[config.mk]
export PLATFORM = sky130hd
export DESIGN_NAME = i2cr_top
export DESIGN_NICKNAME = d
export VERILOG_FILES = /design/src/i2cr_pkg.sv /design/src/i2cr_baud_div.sv /design/src/i2cr_top.sv
export SDC_FILE = /design/constraint.sdc
export NUM_CORES = 1
export LEC_CHECK = 0
export BUFFER_PORTS_ARGS = -buffer_cell sky130_fd_sc_hd__buf_4
export CAP_MARGIN = 15
export CORE_MARGIN = 8
export CORE_UTILIZATION = 30
export CTS_CLUSTER_DIAMETER = 150
export CTS_CLUSTER_SIZE = 20
export DETAILED_ROUTE_END_ITERATION = 8
export MAX_ROUTING_LAYER = met4
export PLACE_DENSITY_LB_ADDON = 0.15
export SETUP_SLACK_MARGIN = 0.4
export SYNTH_ARGS = -nofsm -noshare
export SYNTH_HDL_FRONTEND = slang
export SYNTH_SLANG_ARGS = --single-unit
[constraint.sdc]
create_clock -name i_clk_sys -period 3.16 [get_ports i_clk_sys]
set_clock_uncertainty 0.05 [all_clocks]
set_input_delay 0.474 -clock i_clk_sys [delete_from_list [all_inputs] [get_ports i_clk_sys]]
set_output_delay 0.474 -clock i_clk_sys [all_outputs]
set_load 0.02 [all_outputs]
[src/i2cr_pkg.sv]
package i2cr_pkg;
  // Register indices on the plain register port
  localparam logic [2:0] ADDR_CTRL1 = 3'h0;
  localparam logic [2:0] ADDR_CTRL2 = 3'h1;
  localparam logic [2:0] ADDR_BAUD  = 3'h2;
  localparam logic [2:0] ADDR_STAT  = 3'h3;
  localparam logic [2:0] ADDR_MASK  = 3'h4;
  localparam logic [2:0] ADDR_PINS  = 3'h5;

  // Fields of serial_control_one
  localparam int BIT_PORT_EN  = 5;
  localparam int BIT_CLK_REL  = 4;
  localparam int MODE_LSB     = 0;
  localparam int MODE_W       = 4;
  // Fields of serial_control_two
  localparam int BIT_GCALL_EN = 7;

  // Codes of mode_select
  localparam logic [3:0] MODE_SLV7     = 4'h6;
  localparam logic [3:0] MODE_SLV10    = 4'h7;
  localparam logic [3:0] MODE_MASTER   = 4'h8;
  localparam logic [3:0] MODE_FW_MST   = 4'hb;
  localparam logic [3:0] MODE_SLV7_SS  = 4'he;
  localparam logic [3:0] MODE_SLV10_SS = 4'hf;

  // Interrupt status / mask layout
  localparam int IRQ_W     = 3;
  localparam int IRQ_ADDR  = 0;
  localparam int IRQ_START = 1;
  localparam int IRQ_STOP  = 2;

  // Reset values
  localparam logic [7:0]       RST_CTRL1 = 8'h00;
  localparam logic [7:0]       RST_CTRL2 = 8'h00;
  localparam logic [7:0]       RST_BAUD  = 8'h00;
  localparam logic [IRQ_W-1:0] RST_IRQ   = 3'h0;

  // Index of the last address byte bit before the compare
  localparam logic [2:0] LAST_BIT = 3'h7;

  typedef enum logic [1:0] {
    ST_IDLE  = 2'b00,
    ST_SHIFT = 2'b01,
    ST_CHECK = 2'b11
  } i2cr_rx_state_t;
endpackage : i2cr_pkg

[src/i2cr_baud_div.sv]
`timescale 1ns/10ps
module i2cr_baud_div (
  input  wire logic       i_clk_sys, // System clock
  input  wire logic       i_rst_n,   // Async reset, active low
  input  wire logic       i_en,      // Run the divider
  input  wire logic [7:0] i_reload,  // baud_reload value
  output logic            o_tick     // One pulse per reload+1 cycles
);
  logic [7:0] cnt_q;
  logic [7:0] cnt_d;

  assign o_tick = i_en && (cnt_q == i_reload);

  always_comb begin
    if (!i_en || o_tick) begin
      cnt_d = 8'h00;
    end else begin
      cnt_d = cnt_q + 8'h01;
    end
  end

  always_ff @(posedge i_clk_sys or negedge i_rst_n) begin
    if (!i_rst_n) begin
      cnt_q <= 8'h00;
    end else begin
      cnt_q <= cnt_d;
    end
  end
endmodule : i2cr_baud_div

[src/i2cr_top.sv]
// Summary of operation
// - A set port enable bit hands both bus pins to the port, else GPIO.
// - A slave holds the bus clock low while clock release is zero.
// - Code 1111 is a 10-bit slave that also flags start and stop.
// - Any other unlisted mode code selects no bus behaviour at all.
// - A master makes a bus clock of sysclk / (4 * (reload + 1)).
// - Every slave mode flags an interrupt on an own address match.
`timescale 1ns/10ps
module i2cr_top (
  input  wire logic       i_clk_sys,     // System clock, 10 MHz
  input  wire logic       i_rst_n,       // Async reset, active low
  input  wire logic [2:0] i_addr,        // Register index
  input  wire logic [7:0] i_wdata,       // Write data
  input  wire logic       i_we,          // Write strobe
  input  wire logic       i_re,          // Read strobe
  output logic      [7:0] o_rdata,       // Read data, cycle after i_re
  output logic            o_irq,         // Interrupt level, active high
  input  wire logic       i_scl,         // Clock pin level
  output logic            o_scl,         // Clock pin drive value
  output logic            o_scl_oe,      // Clock pin drive enable
  input  wire logic       i_sda,         // Data pin level
  output logic            o_sda,         // Data pin drive value
  output logic            o_sda_oe,      // Data pin drive enable
  input  wire logic       i_gpio_scl_o,  // GPIO value for clock pin
  input  wire logic       i_gpio_scl_oe, // GPIO enable for clock pin
  input  wire logic       i_gpio_sda_o,  // GPIO value for data pin
  input  wire logic       i_gpio_sda_oe  // GPIO enable for data pin
);
  // Registers
  logic [7:0]                ctrl1_q, ctrl1_d;
  logic [7:0]                ctrl2_q, ctrl2_d;
  logic [7:0]                baud_q, baud_d;
  logic [i2cr_pkg::IRQ_W-1:0] stat_q, stat_d;
  logic [i2cr_pkg::IRQ_W-1:0] mask_q, mask_d;
  logic [7:0]                rdata_d;
  // Pin synchronisers and pin drive
  logic scl_s1_q, scl_s2_q, scl_s3_q;
  logic sda_s1_q, sda_s2_q, sda_s3_q;
  logic scl_o_d, scl_oe_d, sda_o_d, sda_oe_d;
  // Slave receive
  i2cr_pkg::i2cr_rx_state_t rx_q, rx_d;
  logic [2:0]               bit_q, bit_d;
  logic [7:0]               sh_q, sh_d;
  // Master clock
  logic phase_q, phase_d, gen_low_q, gen_low_d, tick;

  logic       port_en, clk_rel, gcall_en;
  logic [3:0] mode;
  logic       is_slave, is_ss, is_master, is_i2c, slave_on, master_on;
  logic       start_det, stop_det, scl_rise, addr_match;
  logic       wr_stat;
  logic       rx_busy;
  logic [i2cr_pkg::IRQ_W-1:0] events;

  assign port_en  = ctrl1_q[i2cr_pkg::BIT_PORT_EN];
  assign clk_rel  = ctrl1_q[i2cr_pkg::BIT_CLK_REL];
  assign mode     = ctrl1_q[i2cr_pkg::MODE_LSB +: i2cr_pkg::MODE_W];
  assign gcall_en = ctrl2_q[i2cr_pkg::BIT_GCALL_EN];

  assign is_ss     = (mode == i2cr_pkg::MODE_SLV7_SS) ||
                     (mode == i2cr_pkg::MODE_SLV10_SS);
  assign is_slave  = is_ss || (mode == i2cr_pkg::MODE_SLV7) ||
                     (mode == i2cr_pkg::MODE_SLV10);
  assign is_master = (mode == i2cr_pkg::MODE_MASTER);
  // Unlisted codes fall out here and leave the pins released
  assign is_i2c    = is_slave || is_master ||
                     (mode == i2cr_pkg::MODE_FW_MST);
  assign slave_on  = port_en && is_slave;
  assign master_on = port_en && is_master;

  // Only the second and third stages feed the edge logic
  assign scl_rise  = scl_s2_q && !scl_s3_q;
  assign start_det = scl_s2_q && scl_s3_q && sda_s3_q && !sda_s2_q;
  assign stop_det  = scl_s2_q && scl_s3_q && !sda_s3_q && sda_s2_q;

  // Same compare serves 10-bit mode: software loads the 11110xx0 header
  assign addr_match = slave_on && (rx_q == i2cr_pkg::ST_CHECK) &&
                      ((sh_q[7:1] == baud_q[7:1]) ||
                       (gcall_en && (sh_q == 8'h00)));

  i2cr_baud_div u_div (
    .i_clk_sys (i_clk_sys),
    .i_rst_n   (i_rst_n),
    .i_en      (master_on),
    .i_reload  (baud_q),
    .o_tick    (tick)
  );

  // Two ticks per half period: period is 4 * (reload + 1) cycles
  always_comb begin
    phase_d   = 1'b0;
    gen_low_d = 1'b0;
    if (master_on) begin
      phase_d   = phase_q ^ tick;
      gen_low_d = gen_low_q ^ (tick && phase_q);
    end
  end

  always_ff @(posedge i_clk_sys or negedge i_rst_n) begin
    if (!i_rst_n) begin
      phase_q   <= 1'b0;
      gen_low_q <= 1'b0;
    end else begin
      phase_q   <= phase_d;
      gen_low_q <= gen_low_d;
    end
  end

  always_comb begin
    rx_d  = rx_q;
    bit_d = bit_q;
    sh_d  = sh_q;
    if (!slave_on || stop_det) begin
      rx_d = i2cr_pkg::ST_IDLE;
    end else if (start_det) begin
      rx_d  = i2cr_pkg::ST_SHIFT;
      bit_d = 3'h0;
    end else begin
      case (rx_q)
        i2cr_pkg::ST_IDLE: begin
          rx_d = i2cr_pkg::ST_IDLE;
        end
        i2cr_pkg::ST_SHIFT: begin
          if (scl_rise) begin
            sh_d  = {sh_q[6:0], sda_s2_q};
            bit_d = bit_q + 3'h1;
            if (bit_q == i2cr_pkg::LAST_BIT) begin
              rx_d = i2cr_pkg::ST_CHECK;
            end
          end
        end
        i2cr_pkg::ST_CHECK: begin
          // Data bytes and later addresses are not this block's job
          rx_d = i2cr_pkg::ST_IDLE;
        end
        default: begin
          rx_d = i2cr_pkg::ST_IDLE;
        end
      endcase
    end
  end

  always_ff @(posedge i_clk_sys or negedge i_rst_n) begin
    if (!i_rst_n) begin
      rx_q  <= i2cr_pkg::ST_IDLE;
      bit_q <= 3'h0;
      sh_q  <= 8'h00;
    end else begin
      rx_q  <= rx_d;
      bit_q <= bit_d;
      sh_q  <= sh_d;
    end
  end

  // Pin drive; disabled port passes the GPIO latch straight through
  always_comb begin
    scl_o_d  = i_gpio_scl_o;
    scl_oe_d = i_gpio_scl_oe;
    sda_o_d  = i_gpio_sda_o;
    sda_oe_d = i_gpio_sda_oe;
    if (port_en) begin
      scl_o_d  = 1'b0;
      sda_o_d  = 1'b0;
      sda_oe_d = 1'b0;
      if (is_slave) begin
        scl_oe_d = !clk_rel;
      end else if (is_master) begin
        scl_oe_d = gen_low_q;
      end else begin
        scl_oe_d = 1'b0;
      end
    end
  end

  always_ff @(posedge i_clk_sys or negedge i_rst_n) begin
    if (!i_rst_n) begin
      o_scl    <= 1'b0;
      o_scl_oe <= 1'b0;
      o_sda    <= 1'b0;
      o_sda_oe <= 1'b0;
      scl_s1_q <= 1'b1;
      scl_s2_q <= 1'b1;
      scl_s3_q <= 1'b1;
      sda_s1_q <= 1'b1;
      sda_s2_q <= 1'b1;
      sda_s3_q <= 1'b1;
    end else begin
      o_scl    <= scl_o_d;
      o_scl_oe <= scl_oe_d;
      o_sda    <= sda_o_d;
      o_sda_oe <= sda_oe_d;
      scl_s1_q <= i_scl;
      scl_s2_q <= scl_s1_q;
      scl_s3_q <= scl_s2_q;
      sda_s1_q <= i_sda;
      sda_s2_q <= sda_s1_q;
      sda_s3_q <= sda_s2_q;
    end
  end

  // Register file; a new event beats a clear in the same cycle
  assign wr_stat = i_we && (i_addr == i2cr_pkg::ADDR_STAT);
  assign rx_busy = (rx_q != i2cr_pkg::ST_IDLE);
  always_comb begin
    events = '0;
    events[i2cr_pkg::IRQ_ADDR]  = addr_match;
    events[i2cr_pkg::IRQ_START] = slave_on && is_ss && start_det;
    events[i2cr_pkg::IRQ_STOP]  = slave_on && is_ss && stop_det;
    ctrl1_d = ctrl1_q;
    ctrl2_d = ctrl2_q;
    baud_d  = baud_q;
    mask_d  = mask_q;
    stat_d  = stat_q;
    if (wr_stat) begin
      stat_d = stat_q & ~i_wdata[i2cr_pkg::IRQ_W-1:0];
    end
    stat_d = stat_d | events;
    if (i_we) begin
      case (i_addr)
        i2cr_pkg::ADDR_CTRL1: ctrl1_d = i_wdata;
        i2cr_pkg::ADDR_CTRL2: ctrl2_d = i_wdata;
        i2cr_pkg::ADDR_BAUD:  baud_d  = i_wdata;
        i2cr_pkg::ADDR_MASK:  mask_d  = i_wdata[i2cr_pkg::IRQ_W-1:0];
        default: begin
        end
      endcase
    end
    rdata_d = 8'h00;
    if (i_re) begin
      case (i_addr)
        i2cr_pkg::ADDR_CTRL1: rdata_d = ctrl1_q;
        i2cr_pkg::ADDR_CTRL2: rdata_d = ctrl2_q;
        i2cr_pkg::ADDR_BAUD:  rdata_d = baud_q;
        i2cr_pkg::ADDR_STAT:  rdata_d = {5'h00, stat_q};
        i2cr_pkg::ADDR_MASK:  rdata_d = {5'h00, mask_q};
        i2cr_pkg::ADDR_PINS:  rdata_d = {4'h0, is_i2c, rx_busy,
                                         sda_s2_q, scl_s2_q};
        default:              rdata_d = 8'h00;
      endcase
    end
  end

  always_ff @(posedge i_clk_sys or negedge i_rst_n) begin
    if (!i_rst_n) begin
      ctrl1_q <= i2cr_pkg::RST_CTRL1;
      ctrl2_q <= i2cr_pkg::RST_CTRL2;
      baud_q  <= i2cr_pkg::RST_BAUD;
      stat_q  <= i2cr_pkg::RST_IRQ;
      mask_q  <= i2cr_pkg::RST_IRQ;
      o_rdata <= 8'h00;
    end else begin
      ctrl1_q <= ctrl1_d;
      ctrl2_q <= ctrl2_d;
      baud_q  <= baud_d;
      stat_q  <= stat_d;
      mask_q  <= mask_d;
      o_rdata <= rdata_d;
    end
  end

  assign o_irq = |(stat_q & mask_q);

  // Helper: cycles between master clock edges
  logic [9:0] hc_q;
  logic       hc_ok_q;
  logic       gen_toggle;
  assign gen_toggle = gen_low_d != gen_low_q;
  always_ff @(posedge i_clk_sys or negedge i_rst_n) begin
    if (!i_rst_n) begin
      hc_q    <= 10'h000;
      hc_ok_q <= 1'b1;
    end else begin
      hc_q    <= (!master_on || gen_toggle) ? 10'h000 : hc_q + 10'h001;
      hc_ok_q <= (i_we && (i_addr == i2cr_pkg::ADDR_BAUD)) ? 1'b0 :
                 (gen_toggle ? 1'b1 : hc_ok_q);
    end
  end
endmodule : i2cr_top

After elaboration in Yosys (flattened, before gate mapping)
Cells that the tools add are included.
{"block": "word_totals", "register_bits": 71, "inputBits": 21, "output_inout_bits": 13, "wordCells": 114}
{"block": "classes", "n_addsub": 2, "n_eq_ne": 18, "n_mux": 20, "bitwise_logic": 8, "reduce_logical": 44}
{"operator": "$pmux W8 S6", "count": 1}
{"operator": "$logic_and A1 B1 Y1", "count": 17}
{"operator": "$eq A4 B4 Y1 const B", "count": 4}
{"operator": "$mux W8", "count": 2}
{"operator": "$mux W3", "count": 4}
{"operator": "$mux W2", "count": 5}
{"operator": "$reduce_and A2 Y1", "count": 5}
{"operator": "$eq A3 B3 Y1 const B", "count": 3}
{"operator": "$add A8 B1 Y8 const B", "count": 1}
{"operator": "$eq A4 B3 Y1 const B", "count": 2}
{"operator": "$eq A8 B8 Y1", "count": 1}
{"operator": "$logic_not A8 Y1", "count": 1}
{"operator": "$logic_or A1 B1 Y1", "count": 8}
{"operator": "$mux W1", "count": 8}
{"operator": "$ne A4 B4 Y1 const B", "count": 2}
{"operator": "$eq A7 B7 Y1", "count": 1}
{"operator": "$and A3 B3 Y3", "count": 2}
{"operator": "$eq A3 B2 Y1 const B", "count": 2}
{"operator": "$logic_not A1 Y1", "count": 6}
{"operator": "$reduce_bool A2 Y1", "count": 3}
{"operator": "$reduce_and A4 Y1", "count": 1}
{"operator": "$add A3 B1 Y3 const B", "count": 1}
{"operator": "$eq A3 B1 Y1 const B", "count": 1}
{"operator": "$logic_not A3 Y1", "count": 1}
{"operator": "other kinds (8)", "count": 10}

Depth between registers and ports, before layout
Gate-level depths: netlist (run 1).
{"block": "logic_depth", "ltp_word": 9, "depth_mapped": 7, "ltp_nobuf": 7}

Hierarchy
Synthesis (run 1) repeated with hierarchy kept, for this count alone.
{"block": "hier_totals", "hier_cells": 260, "area_unflattened_um2": 3353.2}
{"mod": "i2cr_top", "n_inst": 1, "cells_each": 214, "area_per_inst_um2": 2852.7, "seq_area_each_um2": 1584.0}
{"mod": "i2cr_baud_div", "n_inst": 1, "cells_each": 46, "area_per_inst_um2": 500.5, "seq_area_each_um2": 200.2}

Least setup slack after synthesis (run 1)
No wires, ideal clock.
{"block": "synth_path", "path_type": "input -> register", "start": "input i_addr[1]", "end": "register ctrl1_q[0]", "setup_time_ps": 125, "t_arrival_ps": 1450, "required_time_ps": 2985, "setup_slack_ps": 1535, "cell_stages": 3, "path_buffers": 1, "cell_sequence": "buf_4 -> nor4b_4 -> mux2_2"}
{"block": "synth_via", "elab_chain_len": 2}
{"item": "start, declared", "line": "i2cr_top.sv:12", "rtl": "input wire logic [2:0] i_addr,"}
{"item": "$logic_not A3 Y1", "line": "i2cr_top.sv:219", "rtl": "case (i_addr)"}
{"item": "$reduce_and A2 Y1 (no source line)"}
{"item": "end signal, assigned", "line": "i2cr_top.sv:245", "rtl": "ctrl1_q <= i2cr_pkg::RST_CTRL1;"}
{"item": "end signal, assigned", "line": "i2cr_top.sv:252", "rtl": "ctrl1_q <= ctrl1_d;"}
{"item": "end, declared", "line": "i2cr_top.sv:30", "rtl": "logic [7:0] ctrl1_q, ctrl1_d;"}
No other way between the ends.
A chain may end at the register's enable or synchronous reset.

Worst setup path after layout (run 1)
{"block": "layout_path", "start": "register stat_q[2] in the netlist's numbering", "end": "output o_irq"}
{"block": "layout_via", "elab_chain_len": 2}
{"item": "start, declared", "line": "i2cr_top.sv:33", "rtl": "logic [i2cr_pkg::IRQ_W-1:0] stat_q, stat_d;"}
{"item": "start signal, assigned", "line": "i2cr_top.sv:248", "rtl": "stat_q <= i2cr_pkg::RST_IRQ;"}
{"item": "start signal, assigned", "line": "i2cr_top.sv:255", "rtl": "stat_q <= stat_d;"}
{"item": "$and A3 B3 Y3", "line": "i2cr_top.sv:261", "rtl": "assign o_irq = |(stat_q & mask_q);"}
{"item": "$reduce_or A3 Y1", "line": "i2cr_top.sv:261"}
{"item": "end, declared", "line": "i2cr_top.sv:17", "rtl": "output logic o_irq,"}
No other way between the ends.

==> results_dict.tcl, run 1 <==
set metrics [dict create \
    outcome "completed" \
    ys_ff_latch 71 \
    drive_gt1_frac 0.3107 \
    r2r_start "ctrl1_q[1]" \
    drt_iter0_drc 135 \
    via_per_inst 4.771 \
    layout_commonest_cell "dfrtp_1" \
    crit_required_ns 2.64 \
    wl_per_cell_um 16.33 \
    first_pass_iters 4 \
    start_util 0.3041 \
    power.density_mw_per_mm2 582.1 \
    fillerInstances 1086 \
    cts_root_buffer "clkbuf_8" \
    die_area_mm2 0.01449 \
    yosysTopAreaCell "dfrtp_1" \
    grt_max_degree 72 \
    avgSynthCellArea_um2 12.19 \
    max_freq_mhz 532.8 \
    hold_buffers 0 \
    antenna_found_initial 0 \
    core_area_mm2 0.01075 \
    p_leak_nw 1.786 \
    cts_tree "yes" \
    setup_viol 0 \
    whs_endpoint "sda_s1_q" \
    regToRegSetupSlack_ns 1.44 \
    diodes 0 \
    rsz0062_at_grt "no" \
    maxSlewViolCount 0 \
    worstSetupEndpointType "output pin" \
    grt_use_total 0.1123 \
    htreeDepth 3 \
    finalPower_w 0.002247 \
    rr_worst_depth 5 \
    final_cell_mix "65 x dfrtp_1, 35 x mux2_2, 34 x buf_4" \
    worstHoldPathCells 1 \
    vdd_drop_max_mv 0.1838 \
    cts.sinks 71 \
    critPathLaunchType "register" \
    worstMarginPinSlew_ns 0.9095 \
    synth_cells 268 \
    nNetsFinal 329 \
    hold-worst-slack_ns 0.1814 \
    gp_routability_congestion 0.7313 \
    path_cells "a222oi_1 -> inv_1 -> buf_4" \
    ant_nets 0 \
    seq_area_frac_synth 0.5459 \
    num_vias 2142 \
    final_core_util 0.3592 \
    synth_top_area_share 0.4977 \
    grt_pass1_vias 2287 \
    ys_types 47 \
    routed_wl_um 7331 \
    slew_headroom 0.3937 \
    yosysWarnings 0 \
    cts-buffers-inserted 9 \
    hp-class "in2reg" \
    netlist_area_mm2 0.003268 \
    die_x_um 120.4 \
    drv_cap 0 \
    crit_arrival_ns 1.35 \
    period_share 0.5939 \
    min_from "i_sda" \
    critPathMaxFanout 3 \
    post-cts-setup-buffers 0 \
    gr-total-overflow 0 \
    postPlaceCellArea_mm2 0.003646 \
    crit_type "reg2out" \
    ys_top_cells_by_area "dfrtp_1 50%, mux2_2 12%, dfstp_2 4.8%" \
    io_pins 34 \
    r2r-end "phase_q" \
    fin_setup_tns_ns 0 \
    fin_area_mm2 0.003860 \
    drc 0 \
    clock_path_buffers 2 \
    clk_pin_slew_ns 0.08 \
    synth_flop_cell "dfrtp_1" \
    worst_path_max_delay_cell "dfrtp_1" \
    synth_edf_count 0 \
    post_cts_resized 0 \
    portBuffers 33 \
    core.rowCount 38 \
    fin_crit_ns 1.877 \
    areaGrowthSynthToFinish_pct 18.11 \
    die_y_um 120.4 \
    grt_pass1_wl_um 12240 \
    async_flop_share 1.000 \
    syn_nets 293 \
    place_hpwl_um 5090 \
    worst_path_largest_cell_delay_ns 0.42 \
    hold_viol 0 \
    insertion_delay_ns 0.35 \
]
worst max-delay path: cells and delay by family (launching register included):
family / cells / cell delay (ns)
AOI/OAI and AO/OA: 1 / 0.36
buffers and inverters: 2 / 0.24
DFF: 1 / 0.42
report_power, final:
group | internal [W] | switching, W
Combinational | 0.000174 | 0.000150
Sequential | 0.00101 | 0.000122
Clock | 0.000443 | 0.000345
Total | 0.00163 | 0.000617
per-layer routing:
layer | GRT usage | routed length, um
met1 | 0.1418 | 3456
met4 | 0.05621 | 138
met2 | 0.1688 | 3462
met5 | - | 0
met3 | 0.02191 | 274
per-stage QoR:
step,setup WS [ns],std cells
after floorplan,1.535,268
after detailed placement,1.226,433
after CTS,1.264,449
after global placement,1.285,433
after global routing,1.217,449
final,1.283,449
kinds of logic (layout without fill, tap and decap cells):
kind of cell | count (synthesis) | count (layout) | share of synthesized area
muxes | 44 | 44 | 0.1482
and+or+nand+nor | 82 | 82 | 0.1443
AOI/OAI and AO/OA | 32 | 32 | 0.06662
buffers and inverters | 13 | 54 | 0.02067
adders and majority gates | 4 | 4 | 0.01531
DFF | 71 | 71 | 0.5459
xor gates and xnor gates | 22 | 22 | 0.05896
layout make-up:
cell class	instances	area, um^2	area share
multi-input combinational	184	1416	0.3669
clock inverter	6	86.33	0.02237
inverter	4	15.01	0.003890
timing repair buffer	34	255.2	0.06613
clock buffer	10	127.6	0.03306
sequential	71	1784	0.4622
tap	140	175.2	0.04538
worst max path at each step:
stage | startpoint | end | slack (ns)
6_report | stat_q[2] | o_irq | 1.28
5_1_grt | stat_q[2] | o_irq | 1.22
2_1_floorplan | i_addr[1] | ctrl1_q[0] | 1.53
3_3_place_gp | i_addr[0] | ctrl2_q[0] | 1.29
3_5_place_dp | i_addr[0] | ctrl2_q[7] | 1.23
4_1_cts | stat_q[2] | o_irq | 1.26
registers in the layout (all words and copies together), names as in the netlist, 2 cells and up:
name,count
baud_q,8
ctrl1_q,8
ctrl2_q,8
o_rdata,8
sh_q,8
u_div.cnt_q,8
bit_q,3
mask_q,3
stat_q,3
rx_q,2
cell usage after synthesis, types with 3 or more instances:
| cell type | count |
|---|---|
| nor2b_1 | 4 |
| mux2_2 | 35 |
| nand3b_1 | 3 |
| dfrtp_1 | 65 |
| and3_1 | 6 |
| a21oi_1 | 8 |
| xnor2_1 | 5 |
| o21ai_0 | 8 |
| nand2_1 | 16 |
| xor2_1 | 17 |
| and4b_1 | 3 |
| inv_1 | 4 |
| nor2_1 | 24 |
| nand3_1 | 10 |
| dfstp_2 | 6 |
| ha_1 | 4 |
| mux2i_1 | 9 |
| buf_2 | 6 |
(Power assumes the default switching activity.)
==> inputs of run 2 (changes only) <==
Clock period 3.16 ns to 1.88 ns, I/O delays scaled along.
==> results_dict.tcl, run 2 (synthesized netlist as in run 1, its figures left out) <==
set metrics [dict create \
    outcome "completed" \
    antenna_found_initial 0 \
    htreeDepth 3 \
    grt_pass1_vias 2382 \
    wl_per_cell_um 16.30 \
    ant_nets 0 \
    gr-total-overflow 0 \
    routed_wl_um 7856 \
    path_cells "a222oi_1 -> inv_1 -> buf_6" \
    max_freq_mhz 611.5 \
    layout_commonest_cell "buf_4" \
    gp_routability_congestion 0.7705 \
    fin_setup_tns_ns 0 \
    worst_path_largest_cell_delay_ns 0.40 \
    crit_arrival_ns 1.30 \
    nNetsFinal 362 \
    drc 0 \
    grt_use_total 0.1166 \
    start_util 0.3041 \
    worstSetupEndpointType "output pin" \
    first_pass_iters 4 \
    crit_required_ns 1.55 \
    r2r-end "phase_q" \
    insertion_delay_ns 0.34 \
    crit_type "reg2out" \
    setup_viol 0 \
    num_vias 2271 \
    place_hpwl_um 5453 \
    final_cell_mix "61 x buf_4, 56 x dfrtp_1, 35 x mux2_2" \
    drt_iter0_drc 144 \
    critical_path.endpoint "o_irq" \
    rr_worst_depth 5 \
    fin_crit_ns 1.635 \
    drv_cap 0 \
    min_from "i_gpio_scl_o" \
    die_area_mm2 0.01449 \
    portBuffers 33 \
    rsz0062_at_grt "yes" \
    grt_pass1_wl_um 12850 \
    cts-buffers-inserted 9 \
    critPathLaunchType "register" \
    core.rowCount 38 \
    hp-class "in2reg" \
    die_y_um 120.4 \
    power.density_mw_per_mm2 971.8 \
    vdd_drop_max_mv 0.3986 \
    cts_root_buffer "clkbuf_8" \
    io_pins 34 \
    finalPower_w 0.004079 \
    hold_viol 0 \
    r2r_start "ctrl1_q[0]" \
    clock_path_buffers 2 \
    die_x_um 120.4 \
    slew_headroom 0.6283 \
    maxSlewViolCount 0 \
    regToRegSetupSlack_ns 0.33 \
    critPathMaxFanout 2 \
    core_area_mm2 0.01075 \
    areaGrowthSynthToFinish_pct 28.45 \
    p_leak_nw 1.978 \
    via_per_inst 4.712 \
    period_share 0.8698 \
    grt_max_degree 40 \
    worstMarginPinSlew_ns 0.5575 \
    clk_pin_slew_ns 0.08 \
    worst_path_max_delay_cell "dfrtp_1" \
    cp-startpoint "stat_q[2]" \
    cts.sinks 71 \
    drive_gt1_frac 0.4094 \
    fillerInstances 1071 \
    diodes 0 \
    cts_tree "yes" \
]
## run 2: changes by cell type in the layout (fill, tap and decap cells not counted), sizes merged
cell	delta
buf	+29
nand2	+1
clkbuf	+2
clkinv	-2
dlygate4sd3	+3
## run 2: critical path, delay by kind of cell, from the launching register on
family / cells / cell delay, ns
compound gates: 1 / 0.33
flops: 1 / 0.40
buf+inv: 2 / 0.23
## run 2: what timing repair did
| item | 4_1_cts | 5_1_grt |
|---|---|---|
| setup endpoints to repair | 23 | 24 |
| pin swaps | 5 | 5 |
| resized for setup | 11 | 9 |
| gates cloned | 1 | 0 |
| buffers inserted | 13 | 4 |
| endpoints found under the hold margin | 32 | 0 |
| hold buffers | 3 | 0 |
## run 2: how the worst min path moves through the flow
stage / to / slack [ns] / cells after the start
after floorplan: baud_q[0] / -0.06 / 0
after global placement: o_rdata[2] / 0.26 / 1
after detailed placement: o_rdata[2] / 0.26 / 1
after CTS: o_sda_oe / 0.1 / 2
after global routing: o_sda_oe / 0.11 / 2
final: o_scl / 0.11 / 2
## run 2: metrics by stage
| step | hold slack [ns] | util | worst slack, ns | instances | instance area [um^2] |
|---|---|---|---|---|---|
| after detailed placement | 0.2644 | 0.3489 | 0.2527 | 445 | 3749 |
| after global placement | 0.2562 | 0.3489 | 0.2779 | 445 | 3749 |
| after global routing | 0.1110 | 0.3907 | 0.1941 | 482 | 4198 |
| after CTS | 0.09823 | 0.3858 | 0.2405 | 478 | 4145 |
| after floorplan | -0.06359 | - | 0.4039 | 268 | 3268 |
| final | 0.1099 | 0.3907 | 0.2448 | 482 | 4198 |
## run 2: where the power goes
group | switching, W | internal [W]
Clock | 0.000585 | 0.000859
Sequential | 0.000137 | 0.00171
Combinational | 0.000372 | 0.000418
Total | 0.00109 | 0.00299
## run 2: metal layers
layer,GRT usage,up-vias,wire [um]
li1,-,1088,-
met4,0.04918,0,125
met2,0.1851,43,3714
met1,0.1438,1130,3736
met3,0.02051,10,280
met5,-,-,0
## run 2: area by class of cell
cell class / count / area [um^2] / share of cell area
clock inverters: 4 / 76.32 / 0.01818
multi-input cells: 185 / 1451 / 0.3458
flip-flops and latches: 71 / 1795 / 0.4277
clock buffers: 12 / 165.2 / 0.03934
inverters: 4 / 15.01 / 0.003577
well taps: 140 / 175.2 / 0.04173
repair buffers: 66 / 519.2 / 0.1237
